--- config.mk ---
export PLATFORM = sky130hd
export DESIGN_NAME = sfs_status_read
export DESIGN_NICKNAME = d
export VERILOG_FILES = /design/src/logic/sfs_sync.v /design/src/logic/sfs_status_read.v
export VERILOG_INCLUDE_DIRS = /design/src /design/src/pkg
export SDC_FILE = /design/constraint.sdc
export NUM_CORES = 1
export LEC_CHECK = 0
export ABC_AREA = 1
export BUFFER_PORTS_ARGS = -buffer_cell sky130_fd_sc_hd__buf_2
export CAP_MARGIN = 10
export CORE_AREA = 10 10 69 71
export CTS_CLUSTER_DIAMETER = 40
export DETAILED_ROUTE_END_ITERATION = 12
export DIE_AREA = 0 0 79 81
export PLACE_DENSITY_LB_ADDON = 0.2
export SETUP_SLACK_MARGIN = 0.02
export SYNTH_ARGS = -nofsm -noshare
export SYNTH_HDL_FRONTEND = slang
export SYNTH_SLANG_ARGS = --single-unit
--- constraint.sdc ---
create_clock -name core_clk -period 1.19 [get_ports core_clk]
set_input_delay 0.119 -clock core_clk [delete_from_list [all_inputs] [get_ports core_clk]]
set_output_delay 0.119 -clock core_clk [all_outputs]
set_load 0.01 [all_outputs]
--- src/pkg/sfs_consts.vh ---
/*
 * constants for the serial flash status read block: command code,
 * status byte field positions, reset values of the pin drivers.
 * assumes inclusion by bare name from files under logic/.
 */
`ifndef SFS_CONSTS_VH
`define SFS_CONSTS_VH

// command byte that opens a status read
`define SFS_OPC_STATUS      8'hD7
// bits per byte on the serial line
`define SFS_BITS_PER_BYTE   4'h8
// last bit index inside a byte
`define SFS_LAST_BIT        3'h7

// shared by both status bytes
`define SFS_BIT_READY       7

// first status byte fields
`define SFS_B1_COMP         6
`define SFS_B1_DENS_HI      5
`define SFS_B1_DENS_LO      2
`define SFS_B1_PROTECT      1
`define SFS_B1_PAGE_POW2    0

// second status byte fields
`define SFS_B2_RSVD6        6
`define SFS_B2_OP_FAIL      5
`define SFS_B2_RSVD4        4
`define SFS_B2_LOCK_FEAT    3
`define SFS_B2_BUF2_PAUSE   2
`define SFS_B2_BUF1_PAUSE   1
`define SFS_B2_ERASE_PAUSE  0

// reset values of the serial output drivers
`define SFS_RST_SO          1'b0
`define SFS_RST_SO_OE_N     1'b1

`endif

--- src/logic/sfs_sync.v ---
/*
 * two flip-flop synchroniser for a small group of pin levels.
 * assumes each bit is a slow level relative to core_clk; the first
 * stage is read only by the second stage.
 */
`timescale 1ns/1ps
module sfs_sync #(
  parameter WIDTH = 3
) (
  // clock and reset
  input  wire             core_clk,
  input  wire             reset_n,
  // asynchronous levels in, synchronised levels out
  input  wire [WIDTH-1:0] async_in,
  input  wire [WIDTH-1:0] rst_val,
  output reg  [WIDTH-1:0] sync_out
);

  reg [WIDTH-1:0] meta_q;   // first stage, feeds sync_out only

  // two stages, reset to the caller's idle levels
  always @(posedge core_clk) begin
    if (!reset_n) begin
      meta_q   <= rst_val;
      sync_out <= rst_val;
    end else begin
      meta_q   <= async_in;
      sync_out <= meta_q;
    end
  end

endmodule

--- src/logic/sfs_status_read.v ---
/*
 * status read engine of a serial flash: takes the command byte on the
 * serial input and streams the two live status bytes on the serial
 * output while chip select stays low.
 * assumes core_clk is well above the serial clock rate, that the pins
 * sck, cs_n and si come from outside core_clk's domain, and that the
 * status inputs come from device logic on core_clk.
 */
//
// Function
// - after command, one status bit per clock
// - after byte two, wrap to byte one
// - status bytes rebuilt live on every pass
// - ready bit in both bytes, sampled per byte
// - select high ends read, output released
// - status read accepted even while busy
// - bit 7 low busy, high ready
// - byte one bit 6 compare mismatch flag
// - byte one bits 5:2 fixed capacity code
// - byte one bit 1 sector protection on
// - byte one bit 0 set for 256-byte pages
// - byte two bit 6 always reads zero
// - byte two bit 5 program/erase error
// - byte two bit 3 lockdown feature enabled
// - byte two bits 1,2 buffer program suspended
// - byte two bit 0 erase suspended
`timescale 1ns/1ps
`include "sfs_consts.vh"
module sfs_status_read #(
  // capacity code; arbitrary neutral value, set per product
  parameter [3:0] DENSITY_CODE = 4'h5
) (
  // clock and reset
  input  wire       core_clk,
  input  wire       reset_n,
  // serial pins from the host
  input  wire       sck,
  input  wire       cs_n,
  input  wire       si,
  // serial output pin, three-state by enable
  output reg        so_out,
  output reg        so_oe_n,
  // live device state, same clock domain
  input  wire       dev_busy,
  input  wire       comp_mismatch,
  input  wire       protect_en,
  input  wire       page_pow2,
  input  wire       op_fail_flag,
  input  wire       lock_feature_flag,
  input  wire       buf_one_prog_paused,
  input  wire       buf_two_prog_paused,
  input  wire       erase_paused_flag,
  // status for the rest of the device
  output reg        stat_read_active,
  output reg        other_cmd_seen
);

  // one-hot states of the command engine
  localparam [3:0] ST_IDLE = 4'b0001;  // select high
  localparam [3:0] ST_CMD  = 4'b0010;  // shifting in the command
  localparam [3:0] ST_STAT = 4'b0100;  // streaming status bytes
  localparam [3:0] ST_SKIP = 4'b1000;  // other command, stay quiet

  // synchronised pin levels
  wire [2:0] pins_sync;              // {cs_n, sck, si} after two flops
  wire       cs_n_s;                 // select, synchronised
  wire       sck_s;                  // serial clock, synchronised
  wire       si_s;                   // serial input, synchronised

  // state
  reg  [3:0] state_q;                // engine state
  reg  [3:0] state_d;
  reg        sck_prev_q;             // serial clock one cycle back
  reg  [7:0] cmd_q;                  // command shift register
  reg  [7:0] cmd_d;
  reg  [3:0] cmd_cnt_q;              // command bits taken
  reg  [3:0] cmd_cnt_d;
  reg  [7:0] shift_q;                // remaining bits of current byte
  reg  [7:0] shift_d;
  reg  [2:0] bit_idx_q;              // bit position in current byte
  reg  [2:0] bit_idx_d;
  reg        byte_sel_q;             // 0 first byte, 1 second byte
  reg        byte_sel_d;
  reg        so_d;
  reg        so_oe_n_d;
  reg        other_d;
  reg  [7:0] load_byte;              // freshly built status byte

  // edges of the synchronised serial clock
  wire       sck_rise = sck_s & ~sck_prev_q;
  wire       sck_fall = ~sck_s & sck_prev_q;

  // assemble one status byte from the live inputs
  function [7:0] build_status;
    input       sel;                 // 0 first byte, 1 second byte
    input       busy;
    input       comp;
    input [3:0] dens;
    input       prot;
    input       pow2;
    input       fail;
    input       lock;
    input       buf2;
    input       buf1;
    input       erp;
    begin
      build_status = 8'h00;
      build_status[`SFS_BIT_READY] = ~busy;
      if (!sel) begin
        build_status[`SFS_B1_COMP] = comp;
        build_status[`SFS_B1_DENS_HI:`SFS_B1_DENS_LO] = dens;
        build_status[`SFS_B1_PROTECT] = prot;
        build_status[`SFS_B1_PAGE_POW2] = pow2;
      end else begin
        build_status[`SFS_B2_RSVD6] = 1'b0;
        build_status[`SFS_B2_RSVD4] = 1'b0;
        build_status[`SFS_B2_OP_FAIL] = fail;
        build_status[`SFS_B2_LOCK_FEAT] = lock;
        build_status[`SFS_B2_BUF2_PAUSE] = buf2;
        build_status[`SFS_B2_BUF1_PAUSE] = buf1;
        build_status[`SFS_B2_ERASE_PAUSE] = erp;
      end
    end
  endfunction

  // pins cross into core_clk through two flops
  sfs_sync #(
    .WIDTH (3)
  ) u_sync (
    .core_clk (core_clk),
    .reset_n  (reset_n),
    .async_in ({cs_n, sck, si}),
    .rst_val  (3'h4),
    .sync_out (pins_sync)
  );

  assign cs_n_s = pins_sync[2];
  assign sck_s  = pins_sync[1];
  assign si_s   = pins_sync[0];

  // next-state and datapath decisions
  always @* begin
    state_d    = state_q;
    cmd_d      = cmd_q;
    cmd_cnt_d  = cmd_cnt_q;
    shift_d    = shift_q;
    bit_idx_d  = bit_idx_q;
    byte_sel_d = byte_sel_q;
    so_d       = so_out;
    so_oe_n_d  = so_oe_n;
    other_d    = 1'b0;
    // rebuilt from live inputs each byte
    load_byte  = build_status(byte_sel_q, dev_busy, comp_mismatch,
                              DENSITY_CODE, protect_en, page_pow2,
                              op_fail_flag, lock_feature_flag,
                              buf_two_prog_paused, buf_one_prog_paused,
                              erase_paused_flag);
    // select high ends any phase at once
    if (cs_n_s) begin
      state_d   = ST_IDLE;
      so_d      = `SFS_RST_SO;
      so_oe_n_d = `SFS_RST_SO_OE_N;
    end else begin
      case (state_q)
        // select just fell: start a new command
        ST_IDLE: begin
          state_d    = ST_CMD;
          cmd_cnt_d  = 4'h0;
          bit_idx_d  = 3'h0;
          byte_sel_d = 1'b0;
        end
        // command bits taken on rising edges
        ST_CMD: begin
          if (sck_rise) begin
            cmd_d     = {cmd_q[6:0], si_s};
            cmd_cnt_d = cmd_cnt_q + 4'h1;
            if (cmd_cnt_q == (`SFS_BITS_PER_BYTE - 4'h1)) begin
              // no busy check on this command
              if ({cmd_q[6:0], si_s} == `SFS_OPC_STATUS) begin
                state_d = ST_STAT;
              end else begin
                state_d = ST_SKIP;
                other_d = 1'b1;
              end
            end
          end
        end
        // one status bit per falling edge
        ST_STAT: begin
          if (sck_fall) begin
            so_oe_n_d = 1'b0;
            bit_idx_d = bit_idx_q + 3'h1;
            if (bit_idx_q == 3'h0) begin
              so_d    = load_byte[7];
              shift_d = {load_byte[6:0], 1'b0};
            end else begin
              so_d    = shift_q[7];
              shift_d = {shift_q[6:0], 1'b0};
            end
            if (bit_idx_q == `SFS_LAST_BIT) begin
              byte_sel_d = ~byte_sel_q;
            end
          end
        end
        // other commands are served elsewhere
        ST_SKIP: begin
          state_d = ST_SKIP;
        end
        default: begin
          state_d   = ST_IDLE;
          so_oe_n_d = `SFS_RST_SO_OE_N;
        end
      endcase
    end
  end

  // registers of the engine
  always @(posedge core_clk) begin
    if (!reset_n) begin
      state_q          <= ST_IDLE;
      sck_prev_q       <= 1'b0;
      cmd_q            <= 8'h00;
      cmd_cnt_q        <= 4'h0;
      shift_q          <= 8'h00;
      bit_idx_q        <= 3'h0;
      byte_sel_q       <= 1'b0;
      so_out           <= `SFS_RST_SO;
      so_oe_n          <= `SFS_RST_SO_OE_N;
      stat_read_active <= 1'b0;
      other_cmd_seen   <= 1'b0;
    end else begin
      state_q          <= state_d;
      sck_prev_q       <= sck_s;
      cmd_q            <= cmd_d;
      cmd_cnt_q        <= cmd_cnt_d;
      shift_q          <= shift_d;
      bit_idx_q        <= bit_idx_d;
      byte_sel_q       <= byte_sel_d;
      so_out           <= so_d;
      so_oe_n          <= so_oe_n_d;
      stat_read_active <= (state_d == ST_STAT);
      other_cmd_seen   <= other_d;
    end
  end

endmodule

==> results of run 1 <==
==> layer usage <==
metal  wire, µm  vias up  track usage  part of all wire
li1           -      839            -                 -
met1       1746      715       0.1518              0.45
met2       1857       30       0.1941              0.48
met3        207        9      0.04415             0.053
met4         63        0      0.04122             0.016
met5          0        -            0                 0
==> placed cells by master, fill, tap and decap left out, types with 8 or more instances in the layout <==
master   netlist  final
a21oi_1       16     14
nor2_1        33     27
nand2_1       54     45
dfxtp_1       37     27
nand3_2        0      8
nand2_2        5      9
o21ai_0       25     16
inv_1         28     26
buf_4          0     13
buf_2          1     17
==> cell families after synthesis <==
kind of cell,synth area share
flip-flops,0.4411
AO/OA/AOI/OAI,0.1349
buffers and inverters,0.08942
AND/OR/NAND/NOR,0.3048
adder cells (fa/ha/maj),0.02981
==> state kept, by name (all words and copies together), names as in the netlist <==
| signal | count |
|---|---|
| state_q | 4 |
| build_status.sel | 1 |
| cmd_cnt_q | 4 |
| bit_idx_q | 3 |
| cmd_q | 7 |
| stat_read_active | 1 |
| shift_q | 7 |
| other_cmd_seen | 1 |
| u_sync.meta_q | 3 |
| u_sync.sync_out | 3 |
| so_out | 1 |
| so_oe_n | 1 |
| sck_prev_q | 1 |
==> worst max-delay path: stages, from the launching register on <==
cell	delay (ps)
dfxtp_4	390
inv_4	70
nand2_4	60
nor2_4	190
nand3_4	150
clkinv_4	110
nand2_2	50
a21oi_2	120
==> path summary, 6_finish.rpt <==
check,cells past startpoint,endpoint,from
max,7,bit_idx_q[2],state_q[3]
min,5,shift_q[7],comp_mismatch
max reg2reg,7,bit_idx_q[2],state_q[3]
min reg2reg,2,u_sync.sync_out[1],u_sync.meta_q[1]
==> power by group through the flow <==
stage / logic [mW] / registers [mW] / clock network [mW]
floorplan: 0.0672 / 1.29 / 0
global placement: 0.110 / 1.29 / 0
detailed placement: 0.110 / 1.29 / 0
CTS: 0.126 / 1.26 / 0.696
global route: 0.155 / 1.26 / 0.759
finish: 0.135 / 1.26 / 0.685
==> final cells by class <==
cell class	instances	area [µm²]	share of cell area
clock inverter	3	21.27	0.009476
multi-input combinational	165	978.4	0.4359
inverter	35	143.9	0.06410
sequential	37	763.2	0.3400
tap	48	60.06	0.02676
timing repair inverter	1	5.005	0.002230
timing repair buffer	35	235.2	0.1048
clock buffer	5	37.54	0.01672
==> what timing repair did <==
action / 4_1_cts / 5_1_grt
hold buffers: 3 / 0
gates resized for setup: 35 / 37
setup endpoints to repair: 21 / 23
hold endpoints to repair: 3 / 0
setup buffers: 2 / 1
pin swaps: 13 / 13
cloned: 3 / 0
==> per-stage QoR <==
stage,power [mW],std cells,utilization,hold WS [ps],setup slack (ps)
6_report,2.076,329,0.6371,126.6,-23.38
5_1_grt,2.172,329,0.6371,138.8,-96.29
4_1_cts,2.079,328,0.6016,125.1,4.322
3_5_place_dp,1.399,312,0.5405,305.1,-75.92
3_3_place_gp,1.399,312,0.5405,299.5,-29.70
2_1_floorplan,1.354,238,-,216.6,38.20
==> flow_summary.yaml, run 1 <==
status:
  status: "complete, but fails checks"
  violations: "setup timing"
timing:
  slew_viol_final: 0
  timing.fmax_ghz: 0.8241
  rsz0062_at_grt: "yes"
  tns_ps: -108.2
  setup_ws_ps: -23.38
  hold_viol: 0
  fin_crit_ps: 1213
  slew_headroom: 0.7401
  post-route-period-util: 1.020
  setup_violations: 8
  fin_skew_ps: 22.47
  worst_slew_pin_slew_ps: 388.5
cts:
  cts_tree: "built"
  h-tree-depth: 2
  clk_latency_ps: 350
  clock_sinks: 37
  cts-root-buf: "clkbuf_4"
  cts_inserted_buffers: 5
  cts_buffer_depth: 2
  clk_pin_slew_ps: 130
synth:
  ys_warn_count: 0
  synth_fp_nets: 256
  async_flop_share: 0
  synth_area_leader_cell: "dfxtp_1"
  ys_top_cells_by_count: "nand2_1 (54), dfxtp_1 (37), nor2_1 (33), inv_1 (28), o21ai_0 (25)"
  synth-main-ff-cell: "dfxtp_1"
  yosysMostFrequentCell: "nand2_1"
  ys_seq_area_frac: 0.4411
  synth-edff-count: 0
  syn_inst: 238
  yosysUniqueCellTypes: 24
  ys_seq_elements: 37
  synth_top_area_frac: 0.4411
  syn_area_per_cell_um2: 7.055
  synth.top_cells.by_area: "dfxtp_1 (44%), nand2_1 (12%), o21ai_0 (7.5%), nor2_1 (7.4%), inv_1 (6.3%)"
  syn_area_mm2: 0.001679
route:
  postRouteAntennaNets: 0
  drc: 0
  routed_wl_mm: 3.875
  wl_per_cell_um: 11.78
  first_iter_violations: 71
  drtPass1Iterations: 5
  vias_per_cell: 4.842
  vias: 1593
floorplan:
  die_w_um: 79
  die_h_um: 81
  io_pins: 18
  initial_core_util: 0.4766
  die_area_mm2: 0.006399
  core_region_area_mm2: 0.003523
  rows: 22
final_layout:
  fillers: 360
  diodes: 0
  drive_gt1_frac: 0.3843
  syn_to_final_growth_pct: 33.68
  nNetsFinal: 298
  fin_area_mm2: 0.002245
pwr:
  pwr_density_cell_mw_per_mm2: 925.0
  p_int_mw: 1.539
  leakage_nw: 0.9841
  p_clk_frac: 0.330
  ir_drop_v: 0.001066
  p_seq_frac: 0.605
  p_switching_uw: 537.7
  comb_power_share: 0.065
  swShare: 0.2590
global_route:
  grt_pass1_wl_mm: 6.382
  gr-total-overflow: 0
  grt_max_degree: 22
  antenna_found_initial: 0
  groute.usage.overall: 0.1227
  grt_pass1_vias: 1445
setup_path:
  worstPathRequired_ps: 1480
  path_class: "reg2reg"
  startpoint_type: "flip-flop"
  worst-endpoint-arrival_ps: 1500
  r2r_slack_ps: -20
  end_kind: "flip-flop"
  crit_fanout: 6
placed_design:
  placed_cell_area_mm2: 0.001904
  dp_hpwl_mm: 2.534
  globalplace.congestion: 0.8613
  numPortBuffers: 17
run:
  max-cap-violations: 0
min_path:
  hp-class: "in2reg"
Power figures use the tool's default switching activity.
==> run 2: changes to the inputs <==
- CORE_AREA: 10 10 69 71 -> 10 10 80 62
- DIE_AREA: 0 0 79 81 -> 0 0 90 72
- MAX_ROUTING_LAYER: default -> met4
- SETUP_SLACK_MARGIN: 0.02 -> default
==> run 2 against run 1 <==
  * The flow still finishes with violations (setup timing)
  * Routed wire length increased by 0.59%
  * Via count fell by 1.1%
  * Maximum frequency rose by 0.67%
  * Hold slack lost 110 ps
  * Cell count shrank 0.61%
  * Sequential share of layout area increased by 0.33 points
  * Critical endpoint unchanged
  * Highest routed layer unchanged
==> flow_summary.yaml, run 2 (synthesized netlist as in run 1, its figures left out) <==
setup_path:
  path_class: "reg2reg"
  worstPathRequired_ps: 1410
  startpoint_type: "flip-flop"
  crit_path_cell_trace: "inv_4 > nand2_4 > nor2_4 > nand3_4 > clkinv_4 > nand2_2 > a21oi_2"
  slowest_delay_ps: 370
  reg2reg_depth: 7
  crit_buf_inv: 2
  path_depth: 7
  r2r-end: "bit_idx_q[2]"
  r2r_slack_ps: -20
  worst-endpoint-arrival_ps: 1420
  slowest_stage: "dfxtp_4"
  end_kind: "flip-flop"
  reg2reg_from: "state_q[1]"
  crit_fanout: 6
  crit_family: "simple AND/OR/NAND/NOR gates"
global_route:
  groute.usage.overall: 0.1154
  grt_max_degree: 22
  grt_pass1_wl_mm: 6.161
  grt_pass1_vias: 1377
  antenna_found_initial: 0
  gr-total-overflow: 0
floorplan:
  core_region_area_mm2: 0.003401
  die_w_um: 90
  rows: 18
  initial_core_util: 0.4937
  die_area_mm2: 0.006480
  io_pins: 18
  die_h_um: 72
final_layout:
  final_common_cell: "nand2_1"
  diodes: 0
  largestRegisters: "cmd_q x7, shift_q x7"
  multi_input_area_um2: 920.9
  register_area_um2: 759.5
  fin_area_mm2: 0.002212
  syn_to_final_growth_pct: 31.74
  layout_common_cells: "nand2_1 (49), nor2_1 (30), dfxtp_1 (28)"
  nNetsFinal: 295
  utilization: 0.6505
  drive_gt1_frac: 0.3466
  layout.cells.non_filler: 327
  fillers: 301
cts:
  clock_sinks: 37
  cts_buffer_depth: 2
  clk_pin_slew_ps: 80
  cts_tree: "built"
  cts-root-buf: "clkbuf_8"
  clk_latency_ps: 290
  h-tree-depth: 2
  cts_inserted_buffers: 5
placed_design:
  dp_hpwl_mm: 2.618
  globalplace.congestion: 0.8769
  numPortBuffers: 17
  placed_cell_area_mm2: 0.001912
  dp.cells: 315
status:
  violations: "setup timing"
  status: "complete, but fails checks"
route:
  drtPass1Iterations: 4
  vias: 1575
  routed_wl_mm: 3.898
  drc: 0
  wl_per_cell_um: 11.92
  vias_per_cell: 4.817
  first_iter_violations: 123
  postRouteAntennaNets: 0
timing:
  fin_crit_ps: 1205
  slew_viol_final: 0
  fin_hold_ws_ps: 13.10
  timing.fmax_ghz: 0.8297
  fin_skew_ps: 10.71
  setup_ws_ps: -15.28
  setup_violations: 1
  worst_slew_pin_slew_ps: 336.6
  rsz0062_at_grt: "yes"
  post-route-period-util: 1.013
  slew_headroom: 0.7748
  tns_ps: -15.28
  hold_viol: 0
min_path:
  hp-start: "cs_n"
  hold-path-cell-count: 2
  hp-class: "in2reg"
  holdPathEnd: "u_sync.meta_q[2]"
pwr:
  leakage_nw: 0.9632
  ir_drop_v: 0.0008336
  pwr_density_cell_mw_per_mm2: 1100
run:
  max-cap-violations: 0
run 2: cell count changes in the layout (fill, tap and decap cells not counted), sizes merged:
cell	previous run	this run
nand2	61	60
dlygate4sd3	3	0
inv	35	34
buf	32	33
bufinv	0	1
clkinvlp	1	0
run 2: worst reg2reg max path, delay by kind of cell (launching register included):
family	cells	cell delay [ps]
simple gates	4	460
flops	1	370
buf+inv	2	190
compound gates	1	140
run 2: layer usage:
| metal | GRT usage | part of all wire | up-vias |
|---|---|---|---|
| li1 | - | - | 829 |
| met1 | 0.1507 | 0.51 | 711 |
| met2 | 0.1648 | 0.44 | 33 |
| met3 | 0.03392 | 0.048 | 2 |
| met4 | 0.04225 | 0.0049 | 0 |
| met5 | - | 0 | - |
run 2: worst max path at each step:
stage                       startpoint            to  slack [ps]
final                       state_q[1]  bit_idx_q[2]         -20
after global placement      state_q[1]  cmd_cnt_q[0]         -40
after floorplan           bit_idx_q[0]    shift_q[3]           4
after detailed placement  bit_idx_q[0]    shift_q[3]         -70
after global routing        state_q[1]  bit_idx_q[2]         -80
after CTS                   state_q[3]    state_q[2]           1
run 2: repair_timing:
item | in CTS | in global routing
setup buffers | 0 | 2
cloned | 0 | 3
hold buffers | 0 | 0
setup endpoints to repair | 12 | 29
gates resized for setup | 14 | 51
pin swaps | 1 | 16
run 2: final cells by class:
type,instances,share of cell area
Sequential cell,37,0.3433
Clock buffer,5,0.03111
Timing Repair Buffer,33,0.09672
Tap cell,50,0.02828
Inverter,35,0.06618
Multi-Input combinational cell,164,0.4163
Clock inverter,2,0.01584
Timing Repair inverter,1,0.002262
run 2: power breakdown:
group | internal (mW) | switching [mW]
combinational | 0.0542 | 0.0741
clock | 0.609 | 0.438
sequential | 1.25 | 0.0115
run 2: metrics by stage:
stage	setup slack, ps	total power [mW]
after global routing	-84.66	2.513
after global placement	-44.32	1.399
after CTS	1.025	2.436
after detailed placement	-65.02	1.399
after floorplan	3.679	1.354
final	-15.28	2.433
==> run 3: changes to the inputs <==
- CORE_AREA: 10 10 80 62 -> 10 10 101 76
- DIE_AREA: 0 0 90 72 -> 0 0 111 86
==> run 3 against run 2 <==
  * The run still ends with setup timing left
  * Combinational power rose by 6%
  * Power rose by 4.3%
  * Design area rose by 5.4%
  * Count of clock-buffer cells in the layout rose by 1
  * Hold slack got worse by 3.2 ps
  * Global-route usage fell by 2.8 points
==> flow_summary.yaml, run 3 (synthesized netlist as in run 1, its figures left out) <==
status:
  status: "complete, but fails checks"
  violations: "setup timing"
setup_path:
  crit_family: "simple AND/OR/NAND/NOR gates"
  r2r_slack_ps: -30
  worst-endpoint-arrival_ps: 1440
  crit_path_cell_trace: "inv_4 > nand2_4 > nor2_4 > nand3_4 > clkinv_4 > o21ai_1 > nor2_1"
  crit_start: "state_q[3]"
  reg2reg_from: "state_q[3]"
  crit_fanout: 6
  slowest_delay_ps: 370
  crit_buf_inv: 2
  reg2reg_depth: 7
  path_class: "reg2reg"
  worstPathRequired_ps: 1410
  startpoint_type: "flip-flop"
  end_kind: "flip-flop"
  r2r-end: "bit_idx_q[0]"
  slowest_stage: "dfxtp_4"
run:
  max-cap-violations: 0
route:
  wl_met2_mm: 1.734
  vias: 1560
  vias_per_cell: 4.345
  first_iter_violations: 47
  postRouteAntennaNets: 0
  dr_wl_met3_um: 152
  routed_wl_mm: 4.117
  maxUsedRoutingLayer: "met4"
  drtPass1Iterations: 4
  m1WireLength_mm: 2.211
  drc: 0
  wl_per_cell_um: 11.47
timing:
  fin_crit_ps: 1222
  fin_skew_ps: 13.16
  slew_headroom: 0.7951
  hold_viol: 0
  setup_violations: 8
  slew_viol_final: 0
  setup_ws_ps: -32.29
  rsz0062_at_grt: "yes"
  timing.fmax_ghz: 0.8181
  worst_slew_pin_slew_ps: 306.2
  post-route-period-util: 1.027
placed_design:
  placed_cell_area_mm2: 0.001978
  dp.cells: 343
  numPortBuffers: 17
  globalplace.congestion: 0.8312
  dp_hpwl_mm: 2.885
floorplan:
  core_region_area_mm2: 0.005669
  die_w_um: 111
  initial_core_util: 0.2962
  die_area_mm2: 0.009546
  rows: 23
  io_pins: 18
  die_h_um: 86
final_layout:
  layout_common_cells: "nand2_1 (45), nor2_1 (30), dfxtp_1 (29)"
  drive_gt1_frac: 0.3838
  utilization: 0.4112
  multi_input_area_um2: 929.6
  fillers: 605
  nNetsFinal: 301
  largestRegisters: "cmd_q x7, shift_q x7"
  fin_area_mm2: 0.002331
  register_area_um2: 755.7
  diodes: 0
  syn_to_final_growth_pct: 38.82
  final_common_cell: "nand2_1"
  layout.cells.non_filler: 359
cts:
  cts_tree: "built"
  clock_sinks: 37
  cts_inserted_buffers: 5
  cts-root-buf: "clkbuf_8"
  h-tree-depth: 2
  hold_buffers: 0
  clk_latency_ps: 290
  cts_buffer_depth: 2
  clk_pin_slew_ps: 80
global_route:
  antenna_found_initial: 0
  groute.usage.overall: 0.08776
  grt_max_degree: 22
  gr-total-overflow: 0
  grt_pass1_wl_mm: 6.851
  grt_pass1_vias: 1389
pwr:
  finalPower_mw: 2.537
  pwr_density_cell_mw_per_mm2: 1088
  ir_drop_v: 0.0004455
  leakage_nw: 1.000
min_path:
  hp-start: "sck"
  holdPathEnd: "u_sync.meta_q[1]"
  hp-class: "in2reg"
  hold-path-cell-count: 3
run 3: worst max-delay path by stage:
stage	cells past startpoint	to	slack [ps]
after global placement	6	cmd_cnt_q[0]	-80
after global routing	7	shift_q[5]	-110
after CTS	8	build_status.sel	-20
after floorplan	7	shift_q[3]	4
after detailed placement	9	shift_q[2]	-110
final	7	bit_idx_q[0]	-30
run 3: tightest hold or removal path, cell delays in order:
cell and delay, ps:
buf_2 70, nand2_1 40, inv_1 40
run 3: layer usage:
metal	global-route usage	vias to the layer above
met2	0.1202	20
met1	0.1211	698
met4	0.02123	0
met3	0.02575	2
li1	-	840
met5	-	-
run 3: area by class of cell:
class,instances,share of cell area
Clock buffer,6,0.03543
Clock inverter,2,0.01610
Inverter,35,0.06173
Multi-Input combinational cell,164,0.3988
Sequential cell,37,0.3242
Tap cell,75,0.04026
Timing Repair Buffer,39,0.1213
Timing Repair inverter,1,0.002147
run 3: through the flow:
step	hold slack [ps]	worst slack (ps)	TNS [ps]
floorplan	216.6	3.679	0
global placement	305.5	-76.99	-490.6
detailed placement	306.7	-105.5	-652.8
CTS	2.601	-23.52	-57.07
global route	7.324	-105.1	-1405
finish	9.893	-32.29	-156.8
run 3: report_power, final:
part	switching, mW	internal (mW)
clock network	0.463	0.682
registers	0.00877	1.25
logic	0.0792	0.0572
run 3: repair_timing:
| item | CTS | global route |
|---|---|---|
| pin swaps | 11 | 12 |
| setup endpoints to repair | 19 | 28 |
| gates cloned | 3 | 0 |
| resized for setup | 30 | 36 |
| setup buffers | 2 | 3 |
